[src/hw/irq_regs_map.svh]
// Register offsets, field positions and reset values of the interrupt registers
`ifndef IRQ_REGS_MAP_SVH
`define IRQ_REGS_MAP_SVH

// ****************************************************************
// Register byte offsets
// ****************************************************************
`define ENABLE_TWO_OFS 8'h00
`define REQUEST_ONE_OFS 8'h04
`define MASTER_CTRL_OFS 8'h08
`define IRQ_STATUS_OFS 8'h0C
`define IRQ_MASK_OFS 8'h10

// ****************************************************************
// Enable two field positions
// ****************************************************************
`define OSC_FAIL_IRQ_EN_BIT 7
`define COMPARATOR_B_IRQ_EN_BIT 6
`define COMPARATOR_A_IRQ_EN_BIT 5
`define EEPROM_WRITE_IRQ_EN_BIT 4
`define BUS_COLLISION_IRQ_EN_BIT 3
`define LOW_POWER_WAKE_IRQ_EN_BIT 2
`define CAPCMP_B_IRQ_EN_BIT 0
`define ENABLE_TWO_IMPL_MASK 8'hFD

// ****************************************************************
// Request one field positions
// ****************************************************************
`define CONVERTER_DONE_FLAG_BIT 6
`define SERIAL_RX_FULL_FLAG_BIT 5
`define SERIAL_TX_EMPTY_FLAG_BIT 4
`define SYNC_SERIAL_FLAG_BIT 3
`define CAPCMP_A_FLAG_BIT 2
`define TIMER_B_MATCH_FLAG_BIT 1
`define TIMER_A_OVERFLOW_FLAG_BIT 0
`define REQUEST_ONE_IMPL_MASK 8'h7F
`define REQUEST_ONE_SW_MASK 8'h4F

// ****************************************************************
// Master control and interrupt status fields
// ****************************************************************
`define GLOBAL_IRQ_EN_BIT 0
`define PERIPHERAL_MASTER_IRQ_EN_BIT 1
`define MASTER_CTRL_IMPL_MASK 8'h03
`define STATUS_PERIPH_REQ_BIT 7

// ****************************************************************
// Reset values and bus answers
// ****************************************************************
`define REG_RESET_VALUE 8'h00
`define RESP_OKAY 2'h0
`define RESP_SLVERR 2'h2

`endif

[src/hw/irq_regs_pkg.sv]
// Types shared by the interrupt register block
`default_nettype none

package irq_regs_pkg;

    // Write request from the bus front end
    typedef struct packed {
        logic valid;
        logic [7:0] addr;
        logic [31:0] data;
        logic [3:0] strb;
    } wr_req_t;

    // Read answer from the register decode
    typedef struct packed {
        logic [31:0] data;
        logic [1:0] resp;
    } rd_ans_t;

    // Master enables
    typedef struct packed {
        logic peripheral_master_irq_en;
        logic global_irq_en;
    } master_ctrl_t;

endpackage : irq_regs_pkg

`default_nettype wire

[src/hw/irq_flag_bits.sv]
// Vector of flag bits with hardware set winning over software write or clear
`default_nettype none

module irq_flag_bits #(
    parameter int WIDTH = 8,
    parameter bit W1C = 1'b0
) (
    // Clock and reset
    input wire logic aclk,
    input wire logic aresetn,
    // Set and software access
    input wire logic [WIDTH-1:0] set,
    input wire logic [WIDTH-1:0] wr_mask,
    input wire logic wr_en,
    input wire logic [WIDTH-1:0] wr_data,
    // State
    output logic [WIDTH-1:0] q
);

    logic [WIDTH-1:0] q_reg;
    logic [WIDTH-1:0] q_next;

    // Next value: write or clear, then hardware set on top
    always_comb
    begin
        q_next = q_reg;
        if (wr_en)
        begin
            if (W1C)
                q_next = q_reg & ~(wr_data & wr_mask);
            else
                q_next = (q_reg & ~wr_mask) | (wr_data & wr_mask);
        end
        q_next = q_next | set;
    end

    // State register
    always_ff @(posedge aclk)
    begin
        if (!aresetn)
            q_reg <= '0;
        else
            q_reg <= q_next;
    end

    assign q = q_reg;

endmodule : irq_flag_bits

`default_nettype wire

[src/hw/axil_front.sv]
// AXI4-Lite slave handshake front end
`default_nettype none

module axil_front (
    // Clock and reset
    input wire logic aclk,
    input wire logic aresetn,
    // Write address and data
    input wire logic [7:0] s_awaddr,
    input wire logic s_awvalid,
    output logic s_awready,
    input wire logic [31:0] s_wdata,
    input wire logic [3:0] s_wstrb,
    input wire logic s_wvalid,
    output logic s_wready,
    // Write response
    output logic [1:0] s_bresp,
    output logic s_bvalid,
    input wire logic s_bready,
    // Read address and data
    input wire logic s_arvalid,
    output logic s_arready,
    output logic [31:0] s_rdata,
    output logic [1:0] s_rresp,
    output logic s_rvalid,
    input wire logic s_rready,
    // Register side
    output irq_regs_pkg::wr_req_t wr_req,
    input wire logic [1:0] wr_resp,
    input wire irq_regs_pkg::rd_ans_t rd_ans
);

    logic aw_held_reg, aw_held_next;
    logic w_held_reg, w_held_next;
    logic [7:0] addr_reg, addr_next;
    logic [31:0] data_reg, data_next;
    logic [3:0] strb_reg, strb_next;
    logic bvalid_reg, bvalid_next;
    logic [1:0] bresp_reg, bresp_next;
    logic rvalid_reg, rvalid_next;
    irq_regs_pkg::rd_ans_t rans_reg, rans_next;
    logic do_write;

    // Ready while nothing is held and no answer waits
    assign s_awready = !aw_held_reg && !bvalid_reg;
    assign s_wready = !w_held_reg && !bvalid_reg;
    assign s_arready = !rvalid_reg;
    assign do_write = aw_held_reg && w_held_reg && !bvalid_reg;

    // Next values of both channels
    always_comb
    begin
        aw_held_next = aw_held_reg;
        w_held_next = w_held_reg;
        addr_next = addr_reg;
        data_next = data_reg;
        strb_next = strb_reg;
        bvalid_next = bvalid_reg;
        bresp_next = bresp_reg;
        rvalid_next = rvalid_reg;
        rans_next = rans_reg;
        if (s_awvalid && s_awready)
        begin
            aw_held_next = 1'b1;
            addr_next = s_awaddr;
        end
        if (s_wvalid && s_wready)
        begin
            w_held_next = 1'b1;
            data_next = s_wdata;
            strb_next = s_wstrb;
        end
        if (do_write)
        begin
            aw_held_next = 1'b0;
            w_held_next = 1'b0;
            bvalid_next = 1'b1;
            bresp_next = wr_resp;
        end
        else if (bvalid_reg && s_bready)
            bvalid_next = 1'b0;
        if (s_arvalid && s_arready)
        begin
            rvalid_next = 1'b1;
            rans_next = rd_ans;
        end
        else if (rvalid_reg && s_rready)
            rvalid_next = 1'b0;
    end

    // Channel registers
    always_ff @(posedge aclk)
    begin
        if (!aresetn)
        begin
            aw_held_reg <= 1'b0;
            w_held_reg <= 1'b0;
            addr_reg <= 8'h00;
            data_reg <= 32'h00000000;
            strb_reg <= 4'h0;
            bvalid_reg <= 1'b0;
            bresp_reg <= 2'h0;
            rvalid_reg <= 1'b0;
            rans_reg <= '0;
        end
        else
        begin
            aw_held_reg <= aw_held_next;
            w_held_reg <= w_held_next;
            addr_reg <= addr_next;
            data_reg <= data_next;
            strb_reg <= strb_next;
            bvalid_reg <= bvalid_next;
            bresp_reg <= bresp_next;
            rvalid_reg <= rvalid_next;
            rans_reg <= rans_next;
        end
    end

    assign wr_req = '{valid: do_write, addr: addr_reg, data: data_reg, strb: strb_reg};
    assign s_bvalid = bvalid_reg;
    assign s_bresp = bresp_reg;
    assign s_rvalid = rvalid_reg;
    assign s_rdata = rans_reg.data;
    assign s_rresp = rans_reg.resp;

endmodule : axil_front

`default_nettype wire

[src/hw/peripheral_irq_regs.sv]
// Peripheral interrupt enable and request registers with AXI4-Lite access
// ****************************************************************
// Behaviour
// [RL1] Enable two bit 7 gates the oscillator-failure interrupt.
// [RL2] Enable two bits 6 and 5 gate comparator b and a interrupts.
// [RL3] Enable two bit 4 gates the EEPROM write-complete interrupt.
// [RL4] Enable two bit 3 gates the bus-collision interrupt.
// [RL5] Enable two bit 2 gates the low-power wake-up interrupt.
// [RL6] Enable two bit 0 gates the second capture/compare interrupt.
// [RL7] Enable two bit 1 and request one bit 7 read zero, ignore writes.
// [RL8] Flags set on their event regardless of any enable.
// [RL9] Software should clear a flag before setting its enable.
// [RL10] Receive and transmit flags read-only; other request one flags writable.
// [RL11] Receive flag follows buffer full; transmit flag follows buffer empty.
// [RL12] Software clears timer, capture, converter and serial port flags itself.
// [RL13] No peripheral request passes unless the peripheral master enable is set. Here irq still follows flag edges through the status register without it.
// [RL14] Request is any flag with its enable, gated by both master enables.
// ****************************************************************
`default_nettype none
`include "irq_regs_map.svh"

module peripheral_irq_regs (
    // Clock and reset
    input wire logic aclk,
    input wire logic aresetn,
    // AXI4-Lite write address
    input wire logic [7:0] s_awaddr,
    input wire logic s_awvalid,
    output logic s_awready,
    // AXI4-Lite write data
    input wire logic [31:0] s_wdata,
    input wire logic [3:0] s_wstrb,
    input wire logic s_wvalid,
    output logic s_wready,
    // AXI4-Lite write response
    output logic [1:0] s_bresp,
    output logic s_bvalid,
    input wire logic s_bready,
    // AXI4-Lite read address
    input wire logic [7:0] s_araddr,
    input wire logic s_arvalid,
    output logic s_arready,
    // AXI4-Lite read data
    output logic [31:0] s_rdata,
    output logic [1:0] s_rresp,
    output logic s_rvalid,
    input wire logic s_rready,
    // Peripheral events, one-cycle pulses
    input wire logic converter_done_evt,
    input wire logic sync_serial_evt,
    input wire logic capcmp_a_evt,
    input wire logic timer_b_match_evt,
    input wire logic timer_a_overflow_evt,
    // Serial buffer levels
    input wire logic rx_buffer_full,
    input wire logic tx_buffer_empty,
    // Neighbouring enable and request registers
    input wire logic [7:0] enable_one_in,
    input wire logic [7:0] request_two_in,
    // Register views
    output logic [7:0] peripheral_irq_enable_two,
    output logic [7:0] peripheral_irq_request_one,
    // Interrupt requests
    output logic periph_irq_req,
    output logic cpu_irq_req,
    output logic irq
);

    // ****************************************************************
    // Declarations
    // ****************************************************************
    irq_regs_pkg::wr_req_t wr_req;
    irq_regs_pkg::rd_ans_t rd_ans;
    irq_regs_pkg::master_ctrl_t ctrl_reg;
    irq_regs_pkg::master_ctrl_t ctrl_next;
    logic [1:0] wr_resp;
    logic [7:0] enable_two_reg;
    logic [7:0] enable_two_next;
    logic [7:0] mask_reg;
    logic [7:0] mask_next;
    logic [7:0] flags_q;
    logic [7:0] flag_set;
    logic [7:0] request_one;
    logic [7:0] prev_request_reg;
    logic [7:0] prev_request_next;
    logic prev_periph_reg;
    logic prev_periph_next;
    logic [7:0] status_q;
    logic [7:0] status_set;
    logic wr_lane0;
    logic wr_enable_two;
    logic wr_request_one;
    logic wr_ctrl;
    logic wr_status;
    logic wr_mask;
    logic pending_one;
    logic pending_two;
    logic periph_req;

    // ****************************************************************
    // Bus front end
    // ****************************************************************

    // AXI4-Lite handshakes and answer registers
    axil_front u_front (
        .aclk(aclk),
        .aresetn(aresetn),
        .s_awaddr(s_awaddr),
        .s_awvalid(s_awvalid),
        .s_awready(s_awready),
        .s_wdata(s_wdata),
        .s_wstrb(s_wstrb),
        .s_wvalid(s_wvalid),
        .s_wready(s_wready),
        .s_bresp(s_bresp),
        .s_bvalid(s_bvalid),
        .s_bready(s_bready),
        .s_arvalid(s_arvalid),
        .s_arready(s_arready),
        .s_rdata(s_rdata),
        .s_rresp(s_rresp),
        .s_rvalid(s_rvalid),
        .s_rready(s_rready),
        .wr_req(wr_req),
        .wr_resp(wr_resp),
        .rd_ans(rd_ans)
    );

    // ****************************************************************
    // Write decode
    // ****************************************************************

    // Data sits in byte lane 0 only
    assign wr_lane0 = wr_req.valid && wr_req.strb[0];

    // Address decode of a write
    always_comb
    begin
        wr_enable_two = 1'b0;
        wr_request_one = 1'b0;
        wr_ctrl = 1'b0;
        wr_status = 1'b0;
        wr_mask = 1'b0;
        wr_resp = `RESP_OKAY;
        if (wr_req.addr == `ENABLE_TWO_OFS)
            wr_enable_two = wr_lane0;
        else if (wr_req.addr == `REQUEST_ONE_OFS)
            wr_request_one = wr_lane0;
        else if (wr_req.addr == `MASTER_CTRL_OFS)
            wr_ctrl = wr_lane0;
        else if (wr_req.addr == `IRQ_STATUS_OFS)
            wr_status = wr_lane0;
        else if (wr_req.addr == `IRQ_MASK_OFS)
            wr_mask = wr_lane0;
        else
            wr_resp = `RESP_SLVERR;
    end

    // ****************************************************************
    // Enable two, master control and mask
    // ****************************************************************

    // Next values of software-owned registers
    always_comb
    begin
        enable_two_next = enable_two_reg;
        ctrl_next = ctrl_reg;
        mask_next = mask_reg;
        if (wr_enable_two)
            enable_two_next = wr_req.data[7:0] & `ENABLE_TWO_IMPL_MASK; // RL7
        if (wr_ctrl)
        begin
            ctrl_next.global_irq_en = wr_req.data[`GLOBAL_IRQ_EN_BIT];
            ctrl_next.peripheral_master_irq_en =
                wr_req.data[`PERIPHERAL_MASTER_IRQ_EN_BIT];
        end
        if (wr_mask)
            mask_next = wr_req.data[7:0];
    end

    // Software-owned registers
    always_ff @(posedge aclk)
    begin
        if (!aresetn)
        begin
            enable_two_reg <= `REG_RESET_VALUE;
            ctrl_reg <= '0;
            mask_reg <= `REG_RESET_VALUE;
        end
        else
        begin
            enable_two_reg <= enable_two_next;
            ctrl_reg <= ctrl_next;
            mask_reg <= mask_next;
        end
    end

    // ****************************************************************
    // Request one flags
    // ****************************************************************

    // Events set flags whatever the enables say
    always_comb
    begin
        flag_set = 8'h00; // RL8
        flag_set[`CONVERTER_DONE_FLAG_BIT] = converter_done_evt;
        flag_set[`SYNC_SERIAL_FLAG_BIT] = sync_serial_evt;
        flag_set[`CAPCMP_A_FLAG_BIT] = capcmp_a_evt;
        flag_set[`TIMER_B_MATCH_FLAG_BIT] = timer_b_match_evt;
        flag_set[`TIMER_A_OVERFLOW_FLAG_BIT] = timer_a_overflow_evt;
    end

    // Sticky flags, cleared only by software
    irq_flag_bits #(
        .WIDTH(8),
        .W1C(1'b0)
    ) u_request_flags (
        .aclk(aclk),
        .aresetn(aresetn),
        .set(flag_set),
        .wr_mask(`REQUEST_ONE_SW_MASK), // RL10
        .wr_en(wr_request_one),
        .wr_data(wr_req.data[7:0]),
        .q(flags_q)
    );

    // Serial flags mirror the buffer levels
    always_comb
    begin
        request_one = flags_q & `REQUEST_ONE_SW_MASK; // RL7
        request_one[`SERIAL_RX_FULL_FLAG_BIT] = rx_buffer_full; // RL11
        request_one[`SERIAL_TX_EMPTY_FLAG_BIT] = tx_buffer_empty; // RL11
    end

    // ****************************************************************
    // Request combination
    // ****************************************************************

    // Flags paired with their enables
    assign pending_one = |(request_one & enable_one_in);
    assign pending_two = |(request_two_in & enable_two_reg); // RL1 RL2 RL3 RL4 RL5 RL6

    // Peripheral request needs the peripheral master enable
    assign periph_req = (pending_one || pending_two)
        && ctrl_reg.peripheral_master_irq_en; // RL13 RL14

    // ****************************************************************
    // Event status and interrupt output
    // ****************************************************************

    // Rising edges of flags and of the peripheral request
    always_comb
    begin
        status_set = request_one & ~prev_request_reg;
        status_set[`STATUS_PERIPH_REQ_BIT] = periph_req && !prev_periph_reg;
        prev_request_next = request_one;
        prev_periph_next = periph_req;
    end

    // Previous values for edge detection
    always_ff @(posedge aclk)
    begin
        if (!aresetn)
        begin
            prev_request_reg <= 8'h00;
            prev_periph_reg <= 1'b0;
        end
        else
        begin
            prev_request_reg <= prev_request_next;
            prev_periph_reg <= prev_periph_next;
        end
    end

    // Sticky status, write one to clear, set wins
    irq_flag_bits #(
        .WIDTH(8),
        .W1C(1'b1)
    ) u_status (
        .aclk(aclk),
        .aresetn(aresetn),
        .set(status_set),
        .wr_mask(8'hFF),
        .wr_en(wr_status),
        .wr_data(wr_req.data[7:0]),
        .q(status_q)
    );

    // ****************************************************************
    // Read decode
    // ****************************************************************

    // Answer for the read address now on the bus
    always_comb
    begin
        rd_ans.data = 32'h00000000;
        rd_ans.resp = `RESP_OKAY;
        if (s_araddr == `ENABLE_TWO_OFS)
            rd_ans.data[7:0] = enable_two_reg;
        else if (s_araddr == `REQUEST_ONE_OFS)
            rd_ans.data[7:0] = request_one;
        else if (s_araddr == `MASTER_CTRL_OFS)
            rd_ans.data[1:0] = ctrl_reg;
        else if (s_araddr == `IRQ_STATUS_OFS)
            rd_ans.data[7:0] = status_q;
        else if (s_araddr == `IRQ_MASK_OFS)
            rd_ans.data[7:0] = mask_reg;
        else
            rd_ans.resp = `RESP_SLVERR;
    end

    // ****************************************************************
    // Outputs
    // ****************************************************************

    // Register views, with the serial flags taken straight from the buffer levels, and request lines
    assign peripheral_irq_enable_two = enable_two_reg;
    assign peripheral_irq_request_one = request_one;
    assign periph_irq_req = periph_req;
    assign cpu_irq_req = periph_req && ctrl_reg.global_irq_en; // RL14
    assign irq = |(status_q & mask_reg);

endmodule : peripheral_irq_regs

`default_nettype wire

[config.mk]
export PLATFORM = sky130hd
export DESIGN_NAME = peripheral_irq_regs
export DESIGN_NICKNAME = d
export VERILOG_FILES = /design/src/hw/irq_regs_pkg.sv /design/src/hw/irq_flag_bits.sv /design/src/hw/axil_front.sv /design/src/hw/peripheral_irq_regs.sv
export VERILOG_INCLUDE_DIRS = /design/src /design/src/hw
export SDC_FILE = /design/constraint.sdc
export NUM_CORES = 1
export LEC_CHECK = 0
export BUFFER_PORTS_ARGS = -buffer_cell sky130_fd_sc_hd__buf_2
export CAP_MARGIN = 40
export CELL_PAD_IN_SITES_DETAIL_PLACEMENT = 2
export CELL_PAD_IN_SITES_GLOBAL_PLACEMENT = 2
export CORE_UTILIZATION = 26
export CTS_CLUSTER_DIAMETER = 150
export DETAILED_ROUTE_END_ITERATION = 10
export GPL_TIMING_DRIVEN = 0
export HOLD_SLACK_MARGIN = 0.1
export PLACE_DENSITY = 0.83
export SLEW_MARGIN = 40
export SYNTH_ARGS = -nofsm -noshare
export SYNTH_HDL_FRONTEND = slang
export SYNTH_SLANG_ARGS = --single-unit
[constraint.sdc]
create_clock -name aclk -period 2.41 [get_ports aclk]
set_input_delay 0.3615 -clock aclk [delete_from_list [all_inputs] [get_ports aclk]]
set_output_delay 0.3615 -clock aclk [all_outputs]
set_load 0.03 [all_outputs]
======== Yosys cells after proc, flatten, opt, wreduce, memory -nomap -nowiden ========
Cells that the tools add are included.
Widths: inputs -> output; s select.
operators by class
  eq/ne operators ......................... 8
  mux-type cells .......................... 37
  bitwise gates (word level) .............. 11
  reduce and logical (&&, ||, !) cells .... 27
operators with widths
  cell                count
  $mux 8              6
  $eq 8x4->1 const B  4
  $and 8x8->8         3
  $reduce_or 8->1     3
  $mux 2              11
  $mux 1              19
  $eq 8x3->1 const B  2
  $eq 8x5->1 const B  2
  $logic_not 8->1     2
  $or 8x7->8          2
  $logic_and 1x1->1   13
  $and 7x8->8         1
  $not 8->8           1
  $or 8x8->8          1
  $and 7x7->7         1
  $not 7->7           1
  $mux 6              1
  $logic_not 1->1     5
  $reduce_bool 2->1   2
  $reduce_or 2->1     1
  $logic_or 1x1->1    1
  $not 1->1           1
storage, ports and cells
  bits in registers ....................... 74
  input port bits ......................... 82
  logic and storage cells ................. 101

======== Depth between registers and ports, before layout ========
  depth in word-level cells ............... 9
  gate-level depth with buffers ........... 6

======== Cells and area by module ========
A second synthesis with hierarchy kept.
second synthesis, totals
  cells, all modules ...................... 622
  area total of the unflattened synthesis .. 5385.2 um^2
by module, submodules not included
  module                           instances  cells an instance  area an instance (um^2)  seq. area each (um^2)
  axil_front                       1          375                3140.5                   1681.6
  peripheral_irq_regs              1          179                1508.9                   500.5
  irq_flag_bits (u_request_flags)  1          35                 370.4                    160.2
  irq_flag_bits (u_status)         1          33                 365.4                    160.2

======== Worst setup path before layout ========
No wires, ideal clock.
  kind .................................... register to register
  start point ............................. reg u_front.bvalid_reg, in the netlist u_front.s_bvalid
  end point ............................... reg mask_reg[0]
  arrival ................................. 1.639 ns
  data required time ...................... 2.278 ns
  slack ................................... 0.639 ns
  stages on the path, launching flop included .. 6
  buffers on the path ..................... 1
  period minus slack after synthesis ...... 1.771 ns
  cell sequence ........................... dfxtp_1 nand4b_4 or4_1 clkbuf_1 o21ai_1 a21oi_1
on the way
  cells in the longest elaborated chain, start to end .. 8
RTL lines
  item                    line                        RTL
  from (decl)             axil_front.sv:38            logic bvalid_reg, bvalid_next;
  from (signal assigned)  axil_front.sv:113           bvalid_reg <= bvalid_next;
  $logic_not 1->1         axil_front.sv:48            assign do_write = aw_held_reg && w_held_reg && !bvalid_reg;
  $logic_and 1x1->1       axil_front.sv:48
  $logic_and 1x1->1       peripheral_irq_regs.sv:134  assign wr_lane0 = wr_req.valid && wr_req.strb[0];
  $mux 1                  peripheral_irq_regs.sv:153  else if (wr_req.addr == `IRQ_MASK_OFS)
  $mux 1                  peripheral_irq_regs.sv:151  else if (wr_req.addr == `IRQ_STATUS_OFS)
  $mux 1                  peripheral_irq_regs.sv:149  else if (wr_req.addr == `MASTER_CTRL_OFS)
  $mux 1                  peripheral_irq_regs.sv:147  else if (wr_req.addr == `REQUEST_ONE_OFS)
  $mux 1                  peripheral_irq_regs.sv:145  if (wr_req.addr == `ENABLE_TWO_OFS)
  to (signal assigned)    peripheral_irq_regs.sv:188  mask_reg <= `REG_RESET_VALUE;
  to (signal assigned)    peripheral_irq_regs.sv:194  mask_reg <= mask_next;
  to (decl)               peripheral_irq_regs.sv:79   logic [7:0] mask_reg;
Every way passes these cells.
A chain may end at the register's enable or synchronous reset.

======== Worst setup path after layout ========
  start point ............................. reg enable_two_reg[5], in the netlist peripheral_irq_enable_two[5]
  end point ............................... out periph_irq_req
on the way
  cells in the longest elaborated chain, start to end .. 4
RTL lines
  item                    line                        RTL
  from (decl)             peripheral_irq_regs.sv:77   logic [7:0] enable_two_reg;
  from (signal assigned)  peripheral_irq_regs.sv:186  enable_two_reg <= `REG_RESET_VALUE;
  from (signal assigned)  peripheral_irq_regs.sv:192  enable_two_reg <= enable_two_next;
  $and 8x8->8             peripheral_irq_regs.sv:241  assign pending_two = |(request_two_in & enable_two_reg);
  $reduce_or 8->1         peripheral_irq_regs.sv:241
  $logic_or 1x1->1        peripheral_irq_regs.sv:244  assign periph_req = (pending_one || pending_two)
  $logic_and 1x1->1       peripheral_irq_regs.sv:245  && ctrl_reg.peripheral_master_irq_en;
  to (decl)               peripheral_irq_regs.sv:64   output logic periph_irq_req,
Every way passes these cells.

==> results.json <==
{
  "tns_ns": 0,
  "syn_area_sq_um": 3280,
  "fp.dieArea_sq_um": 13100,
  "worstHoldPathCells": 3,
  "peakVddDrop_v": 0.000242,
  "ant_nets": 0,
  "synth_mux_area_share_pct": 4.28,
  "worst_pin_slew_ns": 0.796,
  "antenna_found_initial": 0,
  "first_global_vias": 3401,
  "post_cts_buffers": 0,
  "finalWirelength_mm": 11.6,
  "synth_area_leaders": "dfxtp_1, buf_4, a21oi_1",
  "fin_area_sq_um": 4310,
  "hp-class": "in -> reg",
  "clk_latency_ns": 0.33,
  "path_class": "reg -> out",
  "fmax_mhz": 490,
  "drc_errors": 0,
  "drive_gt1_share_pct": 27.0,
  "cts_max_level": 3,
  "cp-start-kind": "flop",
  "cts_max_path_buffers": 2,
  "drt-initial-drc-count": 89,
  "synth_fa_ha_area_share_pct": 0,
  "synth_xor_area_share_pct": 0,
  "slew_violations": 0,
  "areaGrowthSynthToFinish_pct": 31.5,
  "critPathRequiredTime_ns": 2.05,
  "slew_headroom_pct": 46.8,
  "antenna_cells": 0,
  "period_needed_ns": 2.04,
  "period_share_pct": 84.6,
  "synth-edff-count": 0,
  "yosysWarnings": 0,
  "status": "completed",
  "cp_max_fo": 4,
  "dp.cells": 661,
  "portBuffers": 82,
  "cts.reportedPaths.clkPinSlew_ns": 0.06,
  "start_util_pct": 26.9,
  "worstReg2RegStart": "u_front.addr_reg[0]",
  "hold_end": "u_front.addr_reg[0]",
  "vias": 3210,
  "drt-pass1-iter-count": 4,
  "cts_tree": "yes",
  "p_per_area_nw_per_um2": 710,
  "grt_pass1_wl_mm": 18.1,
  "holdWs_ns": 0.275,
  "dp_slack_ns": 0.394,
  "post_drt_via_cell_ratio": 4.75,
  "overflow": 0,
  "core_sq_um": 12200,
  "pin_count": 142,
  "yosys.area.top_type": "dfxtp_1",
  "finClkSkew_ns": 0.00696,
  "netlist.area_leader.share_pct": 42.2,
  "die_y_um": 114,
  "cts_inserted_buffers": 9,
  "synthSimpleGateAreaFrac_pct": 23.6,
  "fin_ws_ns": 0.370,
  "hp-start": "s_awaddr[0]",
  "gp_congestion": 0.872,
  "synth_cells": 384,
  "wl_per_cell_um": 17.2,
  "synth.distinct_cells": 45,
  "rsz0062_at_grt": "false",
  "cts_root_buf": "clkbuf_16",
  "maxCapViolCount": 0,
  "die_x_um": 114,
  "synth_compound_area_share_pct": 19.4,
  "ctsResizeCount": 0,
  "clock-sinks": 69,
  "r2r_cells": 5,
  "setup-violations-final": 0,
  "synth_top_family_by_area": "simple AND/OR/NAND/NOR gates",
  "leakage_uw": 0.00184,
  "yosysMostFrequentCell": "dfxtp_1",
  "top_layer_used": "met4",
  "dpl_cell_area_sq_um": 4000,
  "arrival_ns": 1.68,
  "worst_setup_path_end_kind": "primary output",
  "holdBufCountCts": 0,
  "grt_util_all_layers_pct": 18.5,
  "hpwl_mm": 8.87,
  "netlist_top_cells_count": "dfxtp_1, nand2_1, a21oi_1, buf_4, nor2_1",
  "async_reset_ff_share_pct": 0,
  "route.met2.wl_mm": 5.98,
  "synth_ff_type": "dfxtp_1",
  "avgSynthCellArea_sq_um": 8.53,
  "fill_cells": 1421,
  "wl_met3_um": 514,
  "ys_ff_latch": 69,
  "met1Wirelength_mm": 4.94,
  "grt_max_degree": 12,
  "fin_nets": 586,
  "fp-row-count": 40,
  "rr_endpoint": "peripheral_irq_enable_two[3]",
  "final_cells": 676,
  "yosysSeqAreaShare_pct": 42.2,
  "hold_viol_final": 0,
  "ff2ff_setup_slack_ns": 0.40
}
-- layout by cell type, fill, tap and decap left out, types with 3 or more instances in the layout --
cell / n
a211oi_1: 7
a21boi_1: 7
a21oi_1: 36
a22oi_1: 11
a32o_1: 5
and2_1: 10
buf_2: 82
buf_4: 30
clkbuf_1: 17
clkbuf_16: 9
clkbuf_8: 3
conb_1: 28
dfxtp_1: 69
inv_1: 9
mux2i_1: 14
nand2_1: 45
nand2b_1: 5
nand3_1: 11
nor2_1: 23
nor2b_1: 12
nor3_1: 12
nor4_4: 4
o21a_1: 8
o21ai_0: 4
o21ai_1: 14
-- area by class of cell --
class / instances / area, sq um / area share [%]
buffer: 49 / 304 / 7.06
clock buffer: 12 / 267 / 6.19
clock inverter: 3 / 43.8 / 1.02
inverter: 10 / 37.5 / 0.871
multi-input combinational: 283 / 1650 / 38.4
sequential: 69 / 1380 / 32.1
tap: 168 / 210 / 4.88
timing repair buffer: 82 / 410 / 9.53
-- kinds of logic after synthesis --
logic type / after synthesis
AOI/OAI and AO/OA: 101
and+or+nand+nor: 140
buffers and inverters: 59
other: 1
DFF: 69
muxes: 14
-- layer usage --
layer / vias up / global-route usage (%)
li1: 1528 / -
met5: - / 0
met4: 0 / 5.89
met2: 97 / 33.5
met1: 1570 / 22.0
met3: 15 / 3.18
-- through the flow --
step	utilization, %	power (uW)
6_report	35.4	3060
5_1_grt	35.4	3180
4_1_cts	35.4	3080
3_5_place_dp	32.9	1710
3_3_place_gp	32.9	1690
2_1_floorplan	-	1560
-- report_power, final --
part / switching [uW] / internal, uW / total, uW
sequential: 60.7 / 1190 / 1250
clock: 492 / 880 / 1370
combinational: 278 / 158 / 436
total: 831 / 2230 / 3060
-- how the worst max path moves through the flow --
| stage | startpoint | to | slack (ns) |
|---|---|---|---|
| after floorplan | u_front.s_bvalid | mask_reg[0] | 0.64 |
| after global placement | u_front.addr_reg[0] | peripheral_irq_enable_two[4] | 0.44 |
| after detailed placement | u_front.addr_reg[0] | peripheral_irq_enable_two[3] | 0.39 |
| after CTS | peripheral_irq_enable_two[0] | periph_irq_req | 0.32 |
| after global routing | peripheral_irq_enable_two[0] | cpu_irq_req | 0.25 |
| final | peripheral_irq_enable_two[5] | periph_irq_req | 0.37 |
-- critical path, stage by stage (launching register included) --
cell,delay (ns)
dfxtp_1,0.34
a22oi_1,0.27
nand4_1,0.14
o21ai_1,0.33
inv_1,0.07
buf_2,0.18
No activity file was read; power rests on OpenSTA's default activity.
